$ cat src/hdl/tcf_pkg.sv
// constants shared by the timer control block
package tcf_pkg;

   // ----------------------------------------------------------------
   // register byte offsets
   // ----------------------------------------------------------------
   localparam logic [4:0] OFF_CTRL = 5'h00;
   localparam logic [4:0] OFF_COUNT = 5'h04;
   localparam logic [4:0] OFF_PRELOAD = 5'h08;
   localparam logic [4:0] OFF_PRESCALE = 5'h0C;
   localparam logic [4:0] OFF_STATUS = 5'h10;
   localparam logic [4:0] OFF_INT_CLR = 5'h14;
   localparam logic [4:0] OFF_INT_EN = 5'h18;

   // ----------------------------------------------------------------
   // control field positions
   // ----------------------------------------------------------------
   localparam int CTRL_EN_BIT = 0;
   localparam int CTRL_RELOAD_BIT = 1;
   localparam int CTRL_UP_BIT = 2;
   localparam int CTRL_SRST_BIT = 3;
   localparam int CTRL_RUN_BIT = 5;

   // ----------------------------------------------------------------
   // status, clear and enable layout
   // ----------------------------------------------------------------
   localparam int STAT_W = 2;
   localparam int STAT_TERM_BIT = 0;
   localparam int STAT_DONE_BIT = 1;

   // ----------------------------------------------------------------
   // values after reset
   // ----------------------------------------------------------------
   localparam logic CTRL_FIELD_RST = 1'b0;
   localparam logic [STAT_W-1:0] STAT_RST = 2'h0;
   localparam logic [31:0] WORD_RST = 32'h0000_0000;

   // ----------------------------------------------------------------
   // cycle counts
   // ----------------------------------------------------------------
   localparam int SRST_CYCLES = 1;

endpackage

$ cat src/hdl/tcf_timer.sv
// timer counter with run, soft reset, reload and direction control
//
// The address map and register access over Avalon-MM were chosen for this implementation.
`timescale 1ns/1ps
//
// Function
// - clearing run halts divider and counter, count value kept
// - soft reset bit write-only, reinitialises block, clears after one cycle
// - reload mode: at terminal reload from preload, continue, edge event
// - done mode: at terminal stop in done state, level interrupt held
// - counting up saturates at all ones and raises terminal event
// - counting down saturates at zero, its terminal condition
// - setting run restarts divider, starts counter, clears pending events
// - block enable resets to zero and gates the divider and counter

module tcf_timer #(
   parameter int CNT_W = 32,
   parameter int PRE_W = 16
) (
   input wire logic clk,
   input wire logic nrst,
   input wire logic [4:0] avs_address,
   input wire logic avs_read,
   input wire logic avs_write,
   input wire logic [31:0] avs_writedata,
   input wire logic [3:0] avs_byteenable,
   output logic [31:0] avs_readdata,
   output logic avs_waitrequest,
   output logic irq
);

   localparam int SW = tcf_pkg::STAT_W;

   // ----------------------------------------------------------------
   // state
   // ----------------------------------------------------------------
   logic wait_reg;
   logic wait_next;
   logic [31:0] rdata_reg;
   logic [31:0] rdata_next;
   logic irq_reg;
   logic irq_next;
   logic en_reg;
   logic en_next;
   logic reload_reg;
   logic reload_next;
   logic up_reg;
   logic up_next;
   logic run_reg;
   logic run_next;
   logic done_reg;
   logic done_next;
   logic srst_reg;
   logic srst_next;
   logic [CNT_W-1:0] count_reg;
   logic [CNT_W-1:0] count_next;
   logic [CNT_W-1:0] preload_reg;
   logic [CNT_W-1:0] preload_next;
   logic [PRE_W-1:0] div_reg;
   logic [PRE_W-1:0] div_next;
   logic [SW-1:0] stat_reg;
   logic [SW-1:0] stat_next;
   logic [SW-1:0] ien_reg;
   logic [SW-1:0] ien_next;

   function automatic logic [31:0] be_merge(input logic [31:0] old_v,
      input logic [31:0] new_v, input logic [3:0] be);
      logic [31:0] res;
      res = old_v;
      for (int i = 0; i < 4; i++) begin
         if (be[i]) begin
            res[i*8 +: 8] = new_v[i*8 +: 8];
         end
      end
      return res;
   endfunction

   // ----------------------------------------------------------------
   // bus handshake
   // ----------------------------------------------------------------
   // read data latched in the first cycle; answer, and any write, in the second
   wire req = avs_read | avs_write;
   wire rd_take = avs_read & wait_reg;
   wire wr_go = avs_write & ~wait_reg;
   assign wait_next = ~(req & wait_reg);

   wire sel_ctrl = avs_address == tcf_pkg::OFF_CTRL;
   wire sel_count = avs_address == tcf_pkg::OFF_COUNT;
   wire sel_pre = avs_address == tcf_pkg::OFF_PRELOAD;
   wire sel_div = avs_address == tcf_pkg::OFF_PRESCALE;
   wire sel_stat = avs_address == tcf_pkg::OFF_STATUS;
   wire sel_clr = avs_address == tcf_pkg::OFF_INT_CLR;
   wire sel_ien = avs_address == tcf_pkg::OFF_INT_EN;

   // soft reset bit always reads zero
   logic [31:0] ctrl_rd;
   always_comb begin
      ctrl_rd = '0;
      ctrl_rd[tcf_pkg::CTRL_EN_BIT] = en_reg;
      ctrl_rd[tcf_pkg::CTRL_RELOAD_BIT] = reload_reg;
      ctrl_rd[tcf_pkg::CTRL_UP_BIT] = up_reg;
      ctrl_rd[tcf_pkg::CTRL_RUN_BIT] = run_reg;
   end

   wire [31:0] count_rd = 32'(count_reg);
   wire [31:0] pre_rd = 32'(preload_reg);
   wire [31:0] div_rd = 32'(div_reg);
   wire [31:0] stat_rd = 32'(stat_reg);
   wire [31:0] ien_rd = 32'(ien_reg);

   // clear register is write-only; unmapped reads give zero
   assign rdata_next = !rd_take ? rdata_reg :
                       sel_ctrl ? ctrl_rd :
                       sel_count ? count_rd :
                       sel_pre ? pre_rd :
                       sel_div ? div_rd :
                       sel_stat ? stat_rd :
                       sel_ien ? ien_rd : tcf_pkg::WORD_RST;

   wire [31:0] ctrl_wd = be_merge(ctrl_rd, avs_writedata, avs_byteenable);
   wire [31:0] count_wd = be_merge(count_rd, avs_writedata,
                                   avs_byteenable);
   wire [31:0] pre_wd = be_merge(pre_rd, avs_writedata, avs_byteenable);
   wire [31:0] div_wd = be_merge(div_rd, avs_writedata, avs_byteenable);
   wire [31:0] ien_wd = be_merge(ien_rd, avs_writedata, avs_byteenable);
   wire [31:0] clr_wd = be_merge(tcf_pkg::WORD_RST, avs_writedata,
                                 avs_byteenable);

   wire ctrl_wr = wr_go & sel_ctrl;
   wire cnt_wr = wr_go & sel_count;
   wire pre_wr = wr_go & sel_pre;
   wire div_wr = wr_go & sel_div;
   wire ien_wr = wr_go & sel_ien;
   wire clr_wr = wr_go & sel_clr;

   // ----------------------------------------------------------------
   // control fields
   // ----------------------------------------------------------------
   // soft reset pulse
   assign srst_next = ctrl_wr & ctrl_wd[tcf_pkg::CTRL_SRST_BIT];
   // start on a rising write of run
   wire start_w = ctrl_wr & ctrl_wd[tcf_pkg::CTRL_RUN_BIT] & ~run_reg &
                  ~srst_next;

   assign en_next = srst_reg ? tcf_pkg::CTRL_FIELD_RST :
                    ctrl_wr ? ctrl_wd[tcf_pkg::CTRL_EN_BIT] : en_reg;
   assign reload_next = srst_reg ? tcf_pkg::CTRL_FIELD_RST :
                        ctrl_wr ? ctrl_wd[tcf_pkg::CTRL_RELOAD_BIT] :
                        reload_reg;
   assign up_next = srst_reg ? tcf_pkg::CTRL_FIELD_RST :
                    ctrl_wr ? ctrl_wd[tcf_pkg::CTRL_UP_BIT] : up_reg;

   // ----------------------------------------------------------------
   // divider and counter
   // ----------------------------------------------------------------
   logic pre_tick;
   // divider runs only while run is set
   wire pre_run = run_reg & en_reg;
   wire pre_clr = start_w | srst_reg;

   tcf_prescale #(
      .PRE_W(PRE_W)
   ) u_prescale (
      .clk(clk),
      .nrst(nrst),
      .clr(pre_clr),
      .run(pre_run),
      .div(div_reg),
      .tick(pre_tick)
   );

   // divider tick is one cycle late, so it is gated again here
   wire tick_ok = pre_tick & run_reg & en_reg & ~srst_reg;
   wire [CNT_W-1:0] cnt_step = up_reg ? count_reg + 1'b1 :
                               count_reg - 1'b1;
   // all ones is the end going up
   wire up_end = &count_reg;
   wire up_reach = &cnt_step;
   // zero is the end going down
   wire dn_end = count_reg == '0;
   wire dn_reach = cnt_step == '0;
   wire at_end = up_reg ? up_end : dn_end;
   wire reach = up_reg ? up_reach : dn_reach;
   wire term = tick_ok & (at_end | reach);
   wire term_rl = term & reload_reg;
   wire term_dn = term & ~reload_reg;

   // saturate: never step past the end value
   assign count_next = srst_reg ? '0 :
                       cnt_wr ? count_wd[CNT_W-1:0] :
                       term_rl ? preload_reg :
                       (tick_ok & ~at_end) ? cnt_step : count_reg;
   assign preload_next = srst_reg ? '0 :
                         pre_wr ? pre_wd[CNT_W-1:0] : preload_reg;
   assign div_next = srst_reg ? '0 :
                     div_wr ? div_wd[PRE_W-1:0] : div_reg;

   // clearing run halts; done mode clears run itself
   assign run_next = srst_reg ? 1'b0 :
                     ctrl_wr ? ctrl_wd[tcf_pkg::CTRL_RUN_BIT] :
                     term_dn ? 1'b0 : run_reg;
   // done state held until the next start or soft reset
   assign done_next = (srst_reg | start_w) ? 1'b0 :
                      term_dn ? 1'b1 : done_reg;

   // ----------------------------------------------------------------
   // interrupt status
   // ----------------------------------------------------------------
   logic [SW-1:0] stat_set;
   always_comb begin
      stat_set = '0;
      stat_set[tcf_pkg::STAT_TERM_BIT] = term;
      // done bit reasserts every cycle as a level
      stat_set[tcf_pkg::STAT_DONE_BIT] = term_dn | done_reg;
   end
   wire [SW-1:0] stat_clr = clr_wr ? clr_wd[SW-1:0] : '0;
   // start wipes pending events; otherwise set wins over clear
   assign stat_next = (srst_reg | start_w) ? tcf_pkg::STAT_RST :
                      (stat_reg & ~stat_clr) | stat_set;
   assign ien_next = srst_reg ? tcf_pkg::STAT_RST :
                     ien_wr ? ien_wd[SW-1:0] : ien_reg;
   assign irq_next = |(stat_next & ien_next);

   assign avs_readdata = rdata_reg;
   assign avs_waitrequest = wait_reg;
   assign irq = irq_reg;

   // ----------------------------------------------------------------
   // registers
   // ----------------------------------------------------------------
   always_ff @(posedge clk) begin
      if (!nrst) begin
         wait_reg <= 1'b1;
         rdata_reg <= tcf_pkg::WORD_RST;
         irq_reg <= 1'b0;
         srst_reg <= 1'b0;
      end else begin
         wait_reg <= wait_next;
         rdata_reg <= rdata_next;
         irq_reg <= irq_next;
         srst_reg <= srst_next;
      end
   end

   always_ff @(posedge clk) begin
      if (!nrst) begin
         en_reg <= tcf_pkg::CTRL_FIELD_RST;
         reload_reg <= tcf_pkg::CTRL_FIELD_RST;
         up_reg <= tcf_pkg::CTRL_FIELD_RST;
         run_reg <= tcf_pkg::CTRL_FIELD_RST;
         done_reg <= 1'b0;
      end else begin
         en_reg <= en_next;
         reload_reg <= reload_next;
         up_reg <= up_next;
         run_reg <= run_next;
         done_reg <= done_next;
      end
   end

   always_ff @(posedge clk) begin
      if (!nrst) begin
         count_reg <= '0;
         preload_reg <= '0;
         div_reg <= '0;
         stat_reg <= tcf_pkg::STAT_RST;
         ien_reg <= tcf_pkg::STAT_RST;
      end else begin
         count_reg <= count_next;
         preload_reg <= preload_next;
         div_reg <= div_next;
         stat_reg <= stat_next;
         ien_reg <= ien_next;
      end
   end
endmodule

$ cat src/hdl/tcf_prescale.sv
// clock divider that paces the timer counter
`timescale 1ns/1ps

module tcf_prescale #(
   parameter int PRE_W = 16
) (
   input wire logic clk,
   input wire logic nrst,
   input wire logic clr,
   input wire logic run,
   input wire logic [PRE_W-1:0] div,
   output logic tick
);

   logic [PRE_W-1:0] cnt_reg;
   logic [PRE_W-1:0] cnt_next;
   logic tick_reg;
   logic tick_next;
   logic wrap;

   // ----------------------------------------------------------------
   // divider: one tick every div+1 cycles while running
   // ----------------------------------------------------------------
   // >= so that shrinking div mid-count cannot run past it
   assign wrap = cnt_reg >= div;
   assign cnt_next = clr ? '0 : (!run ? cnt_reg :
                     (wrap ? '0 : cnt_reg + 1'b1));
   assign tick_next = ~clr & run & wrap;
   assign tick = tick_reg;

   always_ff @(posedge clk) begin
      if (!nrst) begin
         cnt_reg <= '0;
         tick_reg <= 1'b0;
      end else begin
         cnt_reg <= cnt_next;
         tick_reg <= tick_next;
      end
   end

endmodule

$ cat config.mk
export PLATFORM = sky130hd
export DESIGN_NAME = tcf_timer
export DESIGN_NICKNAME = d
export VERILOG_FILES = /design/src/hdl/tcf_pkg.sv /design/src/hdl/tcf_timer.sv /design/src/hdl/tcf_prescale.sv
export SDC_FILE = /design/constraint.sdc
export NUM_CORES = 1
export LEC_CHECK = 0
export ABC_CLOCK_PERIOD_IN_PS = 15800
export BUFFER_PORTS_ARGS = -buffer_cell sky130_fd_sc_hd__buf_2
export CAP_MARGIN = 20
export CORE_MARGIN = 2
export CORE_UTILIZATION = 51
export CTS_BUF_LIST = sky130_fd_sc_hd__clkbuf_16
export DETAILED_ROUTE_END_ITERATION = 6
export PLACE_DENSITY = 0.7
export SETUP_SLACK_MARGIN = 0.5
export SLEW_MARGIN = 20
export SYNTH_ARGS = -nofsm -noshare
export SYNTH_HDL_FRONTEND = slang
export SYNTH_SLANG_ARGS = --single-unit
export TNS_END_PERCENT = 30
$ cat constraint.sdc
create_clock -name clk -period 15.8 [get_ports clk]
set_input_delay 4.74 -clock clk [delete_from_list [all_inputs] [get_ports clk]]
set_output_delay 4.74 -clock clk [all_outputs]
set_load 0.03 [all_outputs]
======== After elaboration in Yosys (flattened, before gate mapping) ========
Cells that the tools add are included.
operators by class
  eq/ne operators ......................... 10
  bitwise gates (word level) .............. 40
  reduce and logical (&&, ||, !) cells .... 21
  $lt $le $gt $ge ......................... 1
  $add $sub $neg .......................... 3
  muxes and demuxes ....................... 26
operators with widths
  cell                                                 number
  2-to-1 mux 32 bit                                    7
  logical NOT 32 bit                                   2
  AND reduction 32 bit                                 2
  adder 32 x 1 -> 32 bit (second input constant)       1
  2-to-1 mux 16 bit                                    2
  2-to-1 mux 8 bit                                     4
  subtractor 32 x 1 -> 32 bit (second input constant)  1
  bitwise AND 1 bit                                    23
  AND reduction 2 bit                                  11
  adder 16 x 1 -> 16 bit (second input constant)       1
  greater-or-equal comparator 16 bit                   1
  2-to-1 mux 2 bit                                     8
  == test 5 bit (second input constant)                3
  == test 5 x 4 -> 1 bit (second input constant)       2
  inverter 1 bit                                       9
  inequality test 2 bit (second input constant)        4
  2-to-1 mux 6 bit                                     1
  OR reduction 2 bit                                   3
  == test 5 x 3 -> 1 bit (second input constant)       1
  logical NOT 5 bit                                    1
  bitwise AND 2 bit                                    2
  2-to-1 mux 1 bit                                     4
  OR 1 bit                                             4
  nonzero test 3 bit                                   1
  3 further kinds                                      3
storage, ports and cells
  output and inout port bits .............. 34
  register bits ........................... 141

======== Depth between registers and ports, before layout ========
Gate-level depths: netlist (run 1).
  word-level depth ........................ 12
  mapped depth ............................ 18
  gate-level depth less buffers ........... 13

======== By module ========
Synthesis (run 1) repeated with hierarchy kept, for this count alone.
second synthesis, totals
  cells, all modules ...................... 1,187
  area, all modules ....................... 9,377.7 um^2
by module, submodules not included
  module        area each (um^2)  seq. area each (um^2)  cells each  times used
  tcf_timer     8,172.8           2,482.4                1,043       1
  tcf_prescale  1,204.9           340.3                  144         1

======== Worst setup path after synthesis (run 1) ========
No wires, ideal clock.
  path kind ............................... input port to flip-flop
  start point ............................. input port avs_address[4]
  end point ............................... register count_reg[13], in the netlist count_rd[13]
  data arrival time ....................... 6.953 ns
  path slack .............................. 8.720 ns
  stages .................................. 13
  setup time .............................. 0.127 ns
  cells stage by stage .................... nor3_1 > nand2_1 > nor2_1 > and2_1 > nor2_1 > o21ai_1 > or2_2 > clkbuf_1 > nor2_1 > clkbuf_1 > nand2_1 > o32ai_1 > or3_1
on the way
  longest elaborated chain between the ends .. 4
  elaborated cells on any way between the ends .. 6
RTL lines
  item                                                                          RTL line          source
  start, declared                                                               tcf_timer.sv:22   input wire logic [4:0] avs_address,
  == test 5 x 3 -> 1 bit *                                                      tcf_timer.sv:88   wire sel_count = avs_address == tcf_pkg::OFF_COUNT;
  bitwise AND 1 bit *                                                           tcf_timer.sv:130  wire cnt_wr = wr_go & sel_count;
  inequality test 2 bit (no source line) or nonzero test 3 bit (tied branches)  --
  AND reduction 2 bit (no source line)                                          --
  end signal, assigned                                                          tcf_timer.sv:269  count_reg <= count_next;
  end, declared                                                                 tcf_timer.sv:55   logic [CNT_W-1:0] count_reg;
Mark *: on every way between the ends. The rest lies on a longest branch, timed or not.
A chain may end at the register's enable or synchronous reset.

======== Worst setup path in the final report (run 1) ========
  start point ............................. input port avs_address[4]
  end point ............................... register count_reg[11], in the netlist count_rd[11]
The elaborated chain is that of the path after synthesis.

==> reports/metrics.cfg, run 1 <==
[sta]
worst_slack_ps = 7980
period_share_pct = 49.5
tightest_slew_ps = 1070
max_slew_margin_pct = 28.3
timing.hold.ws_ps = 468
setup_tns_ps = 0
setup_viol = 0
drv_slew = 0
rsz0062_at_grt = false
hold_viol = 0
period_minus_slack_ps = 7820
finalClockSkew_ps = 10.0
max_freq_mhz = 128

[run_status]
violations = design-rule violations
status = complete, but fails checks

[synthesis]
async_flop_share_pct = 0
synth-seq-cells = 141
syn_area_per_cell_um2 = 7.54
synth.top_cells.by_area = dfxtp_1, ha_1, a21oi_1, nand2_1, nand3_1
syn-num-nets = 1364
synthCells = 1269
synth_top_area_share_pct = 29.5
synth_area_leader_cell = dfxtp_1
synth_area_um2 = 9570
ys.flop_type = dfxtp_1
yosysWarnings = 0
synth-seq-area-share_pct = 29.5
synthDistinctLibCells = 72
synth-edff-count = 0

[worst_setup_path]
worst_ep_arrival_time_ps = 8080
cp_max_fo = 33
required_ps = 16050
worstSetupPathType = input pin to flop
end_kind = flop
cp-start-kind = input pin

[die]
die_width_um = 141
ios = 79
fp.dieArea_um2 = 19900
rows = 50
start_util_pct = 51.5
core_area_um2 = 18600
die_h_um = 141

[cts]
clkTransAtPathRegs_ps = 60
cts_tree = built
numCtsBuffers = 17
htreeDepth = 4
numClockSinks = 141
clk_latency_ps = 430
clk_path_buf_depth = 2
ctsResizeCount = 0
cts_setup_buffers = 0
holdBufCountCts = 0
ctsRootBufferMaster = clkbuf_16

[cells_and_area]
drive_above_1_share_pct = 10.7
n_fill_cell = 1749
regArea_um2 = 2820
postLayoutCoreUtil_pct = 57.0
diodes = 0
fin_nets = 1395
area_growth_pct = 10.6
multi_input_area_um2 = 6290
final_cell_mix = nand2_1, dfxtp_1, a21oi_1
layout_commonest_cell = nand2_1

[global_routing]
first_global_vias = 9309
grt_pass1_wl_um = 49700
antenna_found_initial = 1
grtUsageTotal_pct = 31.4
grt_max_degree = 57
overflow = 0

[run]
maxCapViolCount = 0

[place]
dp_worst_setup_slack_ps = 7550
hpwl_um = 24000
place_congestion = 0.931
port_buffers = 78

[pwr]
swShare_pct = 29.3
clockPowerShare_pct = 45.7
ir_drop_v = 0.0000781
power_frac_comb_pct = 11.2
switchingPower_uw = 248
p_int_uw = 599
seqPwrFrac_pct = 43.1
finalPower_uw = 847
powerDensity_nw_per_um2 = 80.0
p_leak_uw = 0.00434

[routing]
antenna_left = 0
vias_per_cell = 6.39
vias = 9885
dr.first_iter.drc_count = 947
routed_wirelength_um = 31600
drc = 1
wl_per_cell_um = 20.4
firstDrtPassIters = 7

[worst_hold_path]
hold_path_class = flop to flop

-- cell families (layout without fill, tap and decap cells) --
family                   count (synthesis)  after routing  synth area share (%)
AND/OR/NAND/NOR                        548            548                  28.4
AO/OA/AOI/OAI                          336            336                  23.3
flip-flops                             141            141                  29.5
buffers and inverters                  121            165                  5.10
adder cells (fa/ha/maj)                 50             50                  6.61
multiplexers                            37             37                  3.87
XOR/XNOR                                36             36                  3.29
-- synth_stat cells, types with 12 or more instances --
master	n
nor3_1	15
or3_1	18
o221ai_1	12
o21ai_0	46
nand4_1	30
xor2_1	25
a21o_1	20
nor4_1	22
nor3b_1	29
dfxtp_1	141
and3_1	24
a21oi_1	118
mux2i_1	37
nand2_1	151
nand3_1	98
clkbuf_1	61
inv_1	47
ha_1	49
nor2_1	114
a221oi_1	28
-- worst max-delay path, stage by stage --
cell      delay, ps
buf_2           120
nor3_1          340
nand2_1         410
nor2_2          200
and2_1          430
nor2_1          150
o21ai_2         100
buf_4           340
or2_2           370
nor2_1          110
o21ai_1         490
o221ai_1        250
-- layout make-up --
cell class | count | area share [%]
repair buffers | 86 | 4.26
flip-flops and latches | 141 | 26.7
multi-input cells | 1007 | 59.4
well taps | 234 | 2.77
clock buffers | 17 | 4.02
inverters | 47 | 1.67
clock inverters | 15 | 1.23
-- per-stage QoR --
step / std cells / cell area, µm²
after floorplan: 1269 / 9570
after global placement: 1515 / 10000
after detailed placement: 1515 / 10000
after CTS: 1547 / 10600
after global routing: 1547 / 10600
final: 1547 / 10600
-- power by group through the flow --
| stage | sequential [µW] | clock, µW | combinational [µW] |
|---|---|---|---|
| 5_1_grt | 365 | 401 | 101 |
| 2_1_floorplan | 383 | 0 | 51.8 |
| 3_5_place_dp | 373 | 0 | 92.3 |
| 3_3_place_gp | 373 | 0 | 91.9 |
| 4_1_cts | 365 | 386 | 92.6 |
| 6_report | 365 | 387 | 94.6 |
-- final timing paths --
check	start	end	slack, ps	cells after the start
min	pre_rd[11]	pre_rd[11]	470	2
min reg2reg	pre_rd[11]	pre_rd[11]	470	2
max reg2reg	up_reg	count_rd[2]	9220	13
max	avs_address[4]	count_rd[11]	7980	12
-- routing by layer --
layer	track usage [%]	wire length [µm]	share of wire [%]
met5	0	0	0
met4	15.3	1430	4.5
met3	4.89	2520	8.0
met2	51.6	14600	46
met1	40.5	13000	41
Note: power is estimated with default switching activity, not from simulation.
==> run 2: changes to the inputs <==
- ABC_CLOCK_PERIOD_IN_PS: 15800 -> 7450
- clock period: 15.8 -> 7.45 ns (I/O delays scaled with it)
==> run 2 against run 1 <==
Compared with the run above: the flow still finishes with violations (design-rule violations); sequential cell count unchanged; setup slack got worse by 6000 ps; global-route usage increased by 0.48 points.
==> reports/metrics.cfg, run 2 (synthesized netlist as in run 1, its figures left out) <==
[worst_setup_path]
worstSetupPathType = flop to flop
worst_ep_arrival_time_ps = 5760
cpMaxStageDelayCell = nand4_1
rr_startpoint = up_reg
end_kind = flop
cp_max_fo = 31
required_ps = 7760
rr_endpoint = count_rd[2]
rrSetupSlack_ps = 2000
critPathMaxStageDelay_ps = 660
path_cells = inv_2 -> ha_1 -> o211ai_1 -> a21o_1 -> a2111oi_2 -> or3_1 -> xor2_1 -> or4b_1 -> or4_1 -> nand4bb_4 -> nand4_1 -> a21oi_1 -> nand2b_1
cp-start-kind = flop
r2r_cells = 13

[cts]
clk_path_buf_depth = 2
numCtsBuffers = 17
cts_setup_buffers = 0
ctsRootBufferMaster = clkbuf_16
numClockSinks = 141
ctsResizeCount = 0
cts_tree = built
clk_latency_ps = 430
holdBufCountCts = 0
clkTransAtPathRegs_ps = 60
htreeDepth = 4

[pwr]
clockPowerShare_pct = 45.0
power_frac_comb_pct = 11.4
ir_drop_v = 0.000150
powerDensity_nw_per_um2 = 168
switchingPower_uw = 486
p_int_uw = 1290
p_leak_uw = 0.00435
seqPwrFrac_pct = 43.6
swShare_pct = 27.4

[sta]
drv_slew = 0
tightest_slew_ps = 1090
max_slew_margin_pct = 26.9
max_freq_mhz = 183
hold_viol = 0
rsz0062_at_grt = false
period_share_pct = 73.2
setup_tns_ps = 0
finalClockSkew_ps = 10.4
timing.hold.ws_ps = 456
setup_viol = 0
period_minus_slack_ps = 5450

[global_routing]
antenna_found_initial = 0
grt_pass1_wl_um = 50100
overflow = 0
grt_max_degree = 88
first_global_vias = 9319
grtUsageTotal_pct = 31.9

[cells_and_area]
diodes = 0
postLayoutCoreUtil_pct = 57.1
drive_above_1_share_pct = 10.8
layout_commonest_cell = nand2_1
final_cell_mix = nand2_1, dfxtp_1, a21oi_1
fin_nets = 1398
area_growth_pct = 10.7

[run_status]
status = complete, but fails checks
violations = design-rule violations

[place]
hpwl_um = 24200
place_congestion = 1.01
port_buffers = 78

[die]
rows = 50
ios = 79
core_area_um2 = 18600
die_width_um = 141
die_h_um = 141
start_util_pct = 51.5
fp.dieArea_um2 = 19900

[routing]
dr.first_iter.drc_count = 958
drc = 5
vias_per_cell = 6.52
antenna_left = 0
firstDrtPassIters = 7
wl_per_cell_um = 20.8
routed_wirelength_um = 32200
vias = 10100

[worst_hold_path]
hp-start = pre_rd[9]
hold_path_class = flop to flop
hold_end = pre_rd[9]
holdPathStages = 2

[run]
maxCapViolCount = 0

[run 2: area by class of cell]
type                            instances  area (µm²)
Fill cell                            1760        7980
Multi-Input combinational cell       1007        6290
Sequential cell                       141        2820
Timing Repair Buffer                   89         473
Clock buffer                           17         425
Tap cell                              234         293
Inverter                               47         176
Clock inverter                         15         123
[run 2: worst max-delay path, delay by kind of cell, from the launching register on]
family	cells	cell delay (ps)
simple gates	6	2600
buf+inv	1	350
fa+ha+maj	1	550
flops	1	520
compound gates	4	960
xor+xnor	1	340
[run 2: stage by stage]
step	cell area (µm²)	std cells	setup WS, ps	total power, µW
final	10600	1550	2000	1780
after global routing	10600	1550	1670	1830
after CTS	10600	1550	1790	1780
after detailed placement	10100	1518	1840	990
after global placement	10000	1518	1690	989
after floorplan	9570	1269	2510	922
[run 2: how the worst max path moves through the flow]
stage	startpoint	to	slack (ps)	depth (start not counted)
floorplan	up_reg	count_rd[3]	2510	17
global placement	avs_address[4]	count_rd[28]	1690	12
detailed placement	up_reg	count_rd[2]	1840	13
CTS	up_reg	count_rd[2]	1790	13
global route	up_reg	count_rd[2]	1670	13
finish	up_reg	count_rd[2]	2000	13
[run 2: routing by layer]
metal	track usage [%]	vias to the layer above	wire length (µm)
met1	39.8	4658	12900
met3	7.13	135	2790
met4	14.2	0	1540
met2	53.0	556	14900
li1	-	4755	-
met5	0	-	0
[run 2: power by group through the flow]
stage / clock, µW / sequential [µW] / combinational [µW]
2_1_floorplan: 0 / 813 / 110
3_3_place_gp: 0 / 791 / 198
3_5_place_dp: 0 / 791 / 199
4_1_cts: 802 / 774 / 199
5_1_grt: 839 / 775 / 217
6_report: 799 / 774 / 203
==> run 3: changes to the inputs <==
- ABC_CLOCK_PERIOD_IN_PS: 7450 -> 5000
- PLACE_DENSITY: 0.7 -> 0.72
- clock period: 7.45 -> 5 ns (I/O delays scaled with it)
==> run 3 against run 2 <==
Compared with the run above: sequential share of layout area is 1.6 points lower; non-clock buffer count rose by 45; clock power is 56% higher; final area up 6.4%; global-route usage increased by 1.2 points; final cell count is 3.0% higher; the flow now finishes without violations.
==> reports/metrics.cfg, run 3 (synthesized netlist as in run 1, its figures left out) <==
[run_status]
status = complete, no violations

[place]
place_congestion = 0.957
port_buffers = 78
hpwl_um = 25100
dp_worst_setup_slack_ps = 145

[worst_hold_path]
hold_path_class = flop to flop

[run]
maxCapViolCount = 0

[cells_and_area]
fin_nets = 1445
n_fill_cell = 1666
regArea_um2 = 2830
area_growth_pct = 17.8
drive_above_1_share_pct = 17.0
final_cell_mix = nand2_1, dfxtp_1, nor2_1
postLayoutCoreUtil_pct = 60.7
layout_commonest_cell = nand2_1
multi_input_area_um2 = 6570
diodes = 0

[pwr]
ir_drop_v = 0.000303
clockPowerShare_pct = 45.6
power_frac_comb_pct = 12.2
seqPwrFrac_pct = 42.2
switchingPower_uw = 744
p_leak_uw = 0.00466
swShare_pct = 27.2
p_int_uw = 1990
powerDensity_nw_per_um2 = 242

[worst_setup_path]
worstSetupPathType = flop to flop
cp_top_family = simple AND/OR/NAND/NOR gates
critPathMaxStageDelay_ps = 630
required_ps = 5290
worst_ep_arrival_time_ps = 4780
cp-start-kind = flop
end_kind = flop
crit_top_cell = or4_4
cp_max_fo = 17
critPathBufInv = 2
path_cells = clkinvlp_4 -> buf_12 -> ha_4 -> o211ai_1 -> o211ai_2 -> a211o_1 -> a21oi_2 -> xnor2_2 -> or4_4 -> or4_4 -> or4_4 -> nand2_1 -> nor2_1 -> or4_1
cpMaxStageDelayCell = or4_4

[routing]
antenna_left = 0
vias = 10400
drc = 0
wl_per_cell_um = 21.0
firstDrtPassIters = 6
dr.first_iter.drc_count = 978
routed_wirelength_um = 33500
vias_per_cell = 6.51

[cts]
clkTransAtPathRegs_ps = 60
clk_path_buf_depth = 2
clk_latency_ps = 420
cts_tree = built
ctsRootBufferMaster = clkbuf_16
htreeDepth = 4
numCtsBuffers = 17
numClockSinks = 141

[sta]
hold_viol = 0
setup_viol = 0
rsz0062_at_grt = true
drv_slew = 0
period_minus_slack_ps = 4490
max_slew_margin_pct = 42.5
setup_tns_ps = 0
max_freq_mhz = 223
worst_slack_ps = 507
finalClockSkew_ps = 8.65
period_share_pct = 89.9
tightest_slew_ps = 862

[global_routing]
grt_pass1_wl_um = 52300
overflow = 0
first_global_vias = 9691
grt_max_degree = 56
grtUsageTotal_pct = 33.1
antenna_found_initial = 0

[die]
start_util_pct = 51.5
ios = 79
die_width_um = 141
core_area_um2 = 18600
rows = 50
die_h_um = 141
fp.dieArea_um2 = 19900

## run 3: worst reg2reg max path: stages, from the launching register on
cell,delay [ps]
dfxtp_2,360
clkinvlp_4,100
buf_12,170
ha_4,270
o211ai_1,320
o211ai_2,170
a211o_1,400
a21oi_2,210
xnor2_2,100
or4_4,510
or4_4,430
or4_4,630
nand2_1,160
nor2_1,60
or4_1,470
## run 3: area by class of cell
cell class                      instances  share of cell area, %
Sequential cell                       141                   25.1
Timing Repair Buffer                  134                   7.40
Inverter                               47                   1.60
Multi-Input combinational cell       1009                   58.3
Tap cell                              234                   2.60
Clock inverter                         15                   1.32
Clock buffer                           17                   3.77
## run 3: metrics by stage
stage | cells | cell area [µm²] | total power [µW] | hold slack (ps)
after global placement | 1556 | 10300 | 1480 | 429
final | 1597 | 11300 | 2730 | 464
after CTS | 1591 | 11000 | 2720 | 462
after global routing | 1597 | 11300 | 2810 | 489
after detailed placement | 1556 | 10300 | 1490 | 454
after floorplan | 1269 | 9590 | 1370 | 436
## run 3: path summary, 6_finish.rpt
kind | start | end | slack (ps) | depth (start not counted)
worst max-delay path | up_reg | count_rd[18] | 510 | 14
worst min-delay path | avs_waitrequest | avs_waitrequest | 460 | 1
worst max register to register | up_reg | count_rd[18] | 510 | 14
worst min register to register | avs_waitrequest | avs_waitrequest | 460 | 1
## run 3: layer usage
metal / track usage [%] / vias up / share of wire (%)
met3: 6.35 / 131 / 8.5
met1: 42.0 / 4870 / 40
met2: 54.0 / 565 / 46
met4: 16.6 / 0 / 5.0
met5: 0 / - / 0
li1: - / 4836 / -
## run 3: repair_timing
item                                    in CTS  in global routing
cloned                                       1                  1
setup buffers                                2                  5
pin swaps                                    0                 11
resized for setup                            9                 47
endpoints found under the setup margin      36                 36
hold buffers                                 0                  0
## run 3: power by group through the flow
stage          Combinational, µW  Sequential [µW]  Clock, µW
3_3_place_gp                 307             1180          0
3_5_place_dp                 308             1180          0
5_1_grt                      353             1150       1300
2_1_floorplan                164             1210          0
6_report                     332             1150       1250
4_1_cts                      312             1150       1260
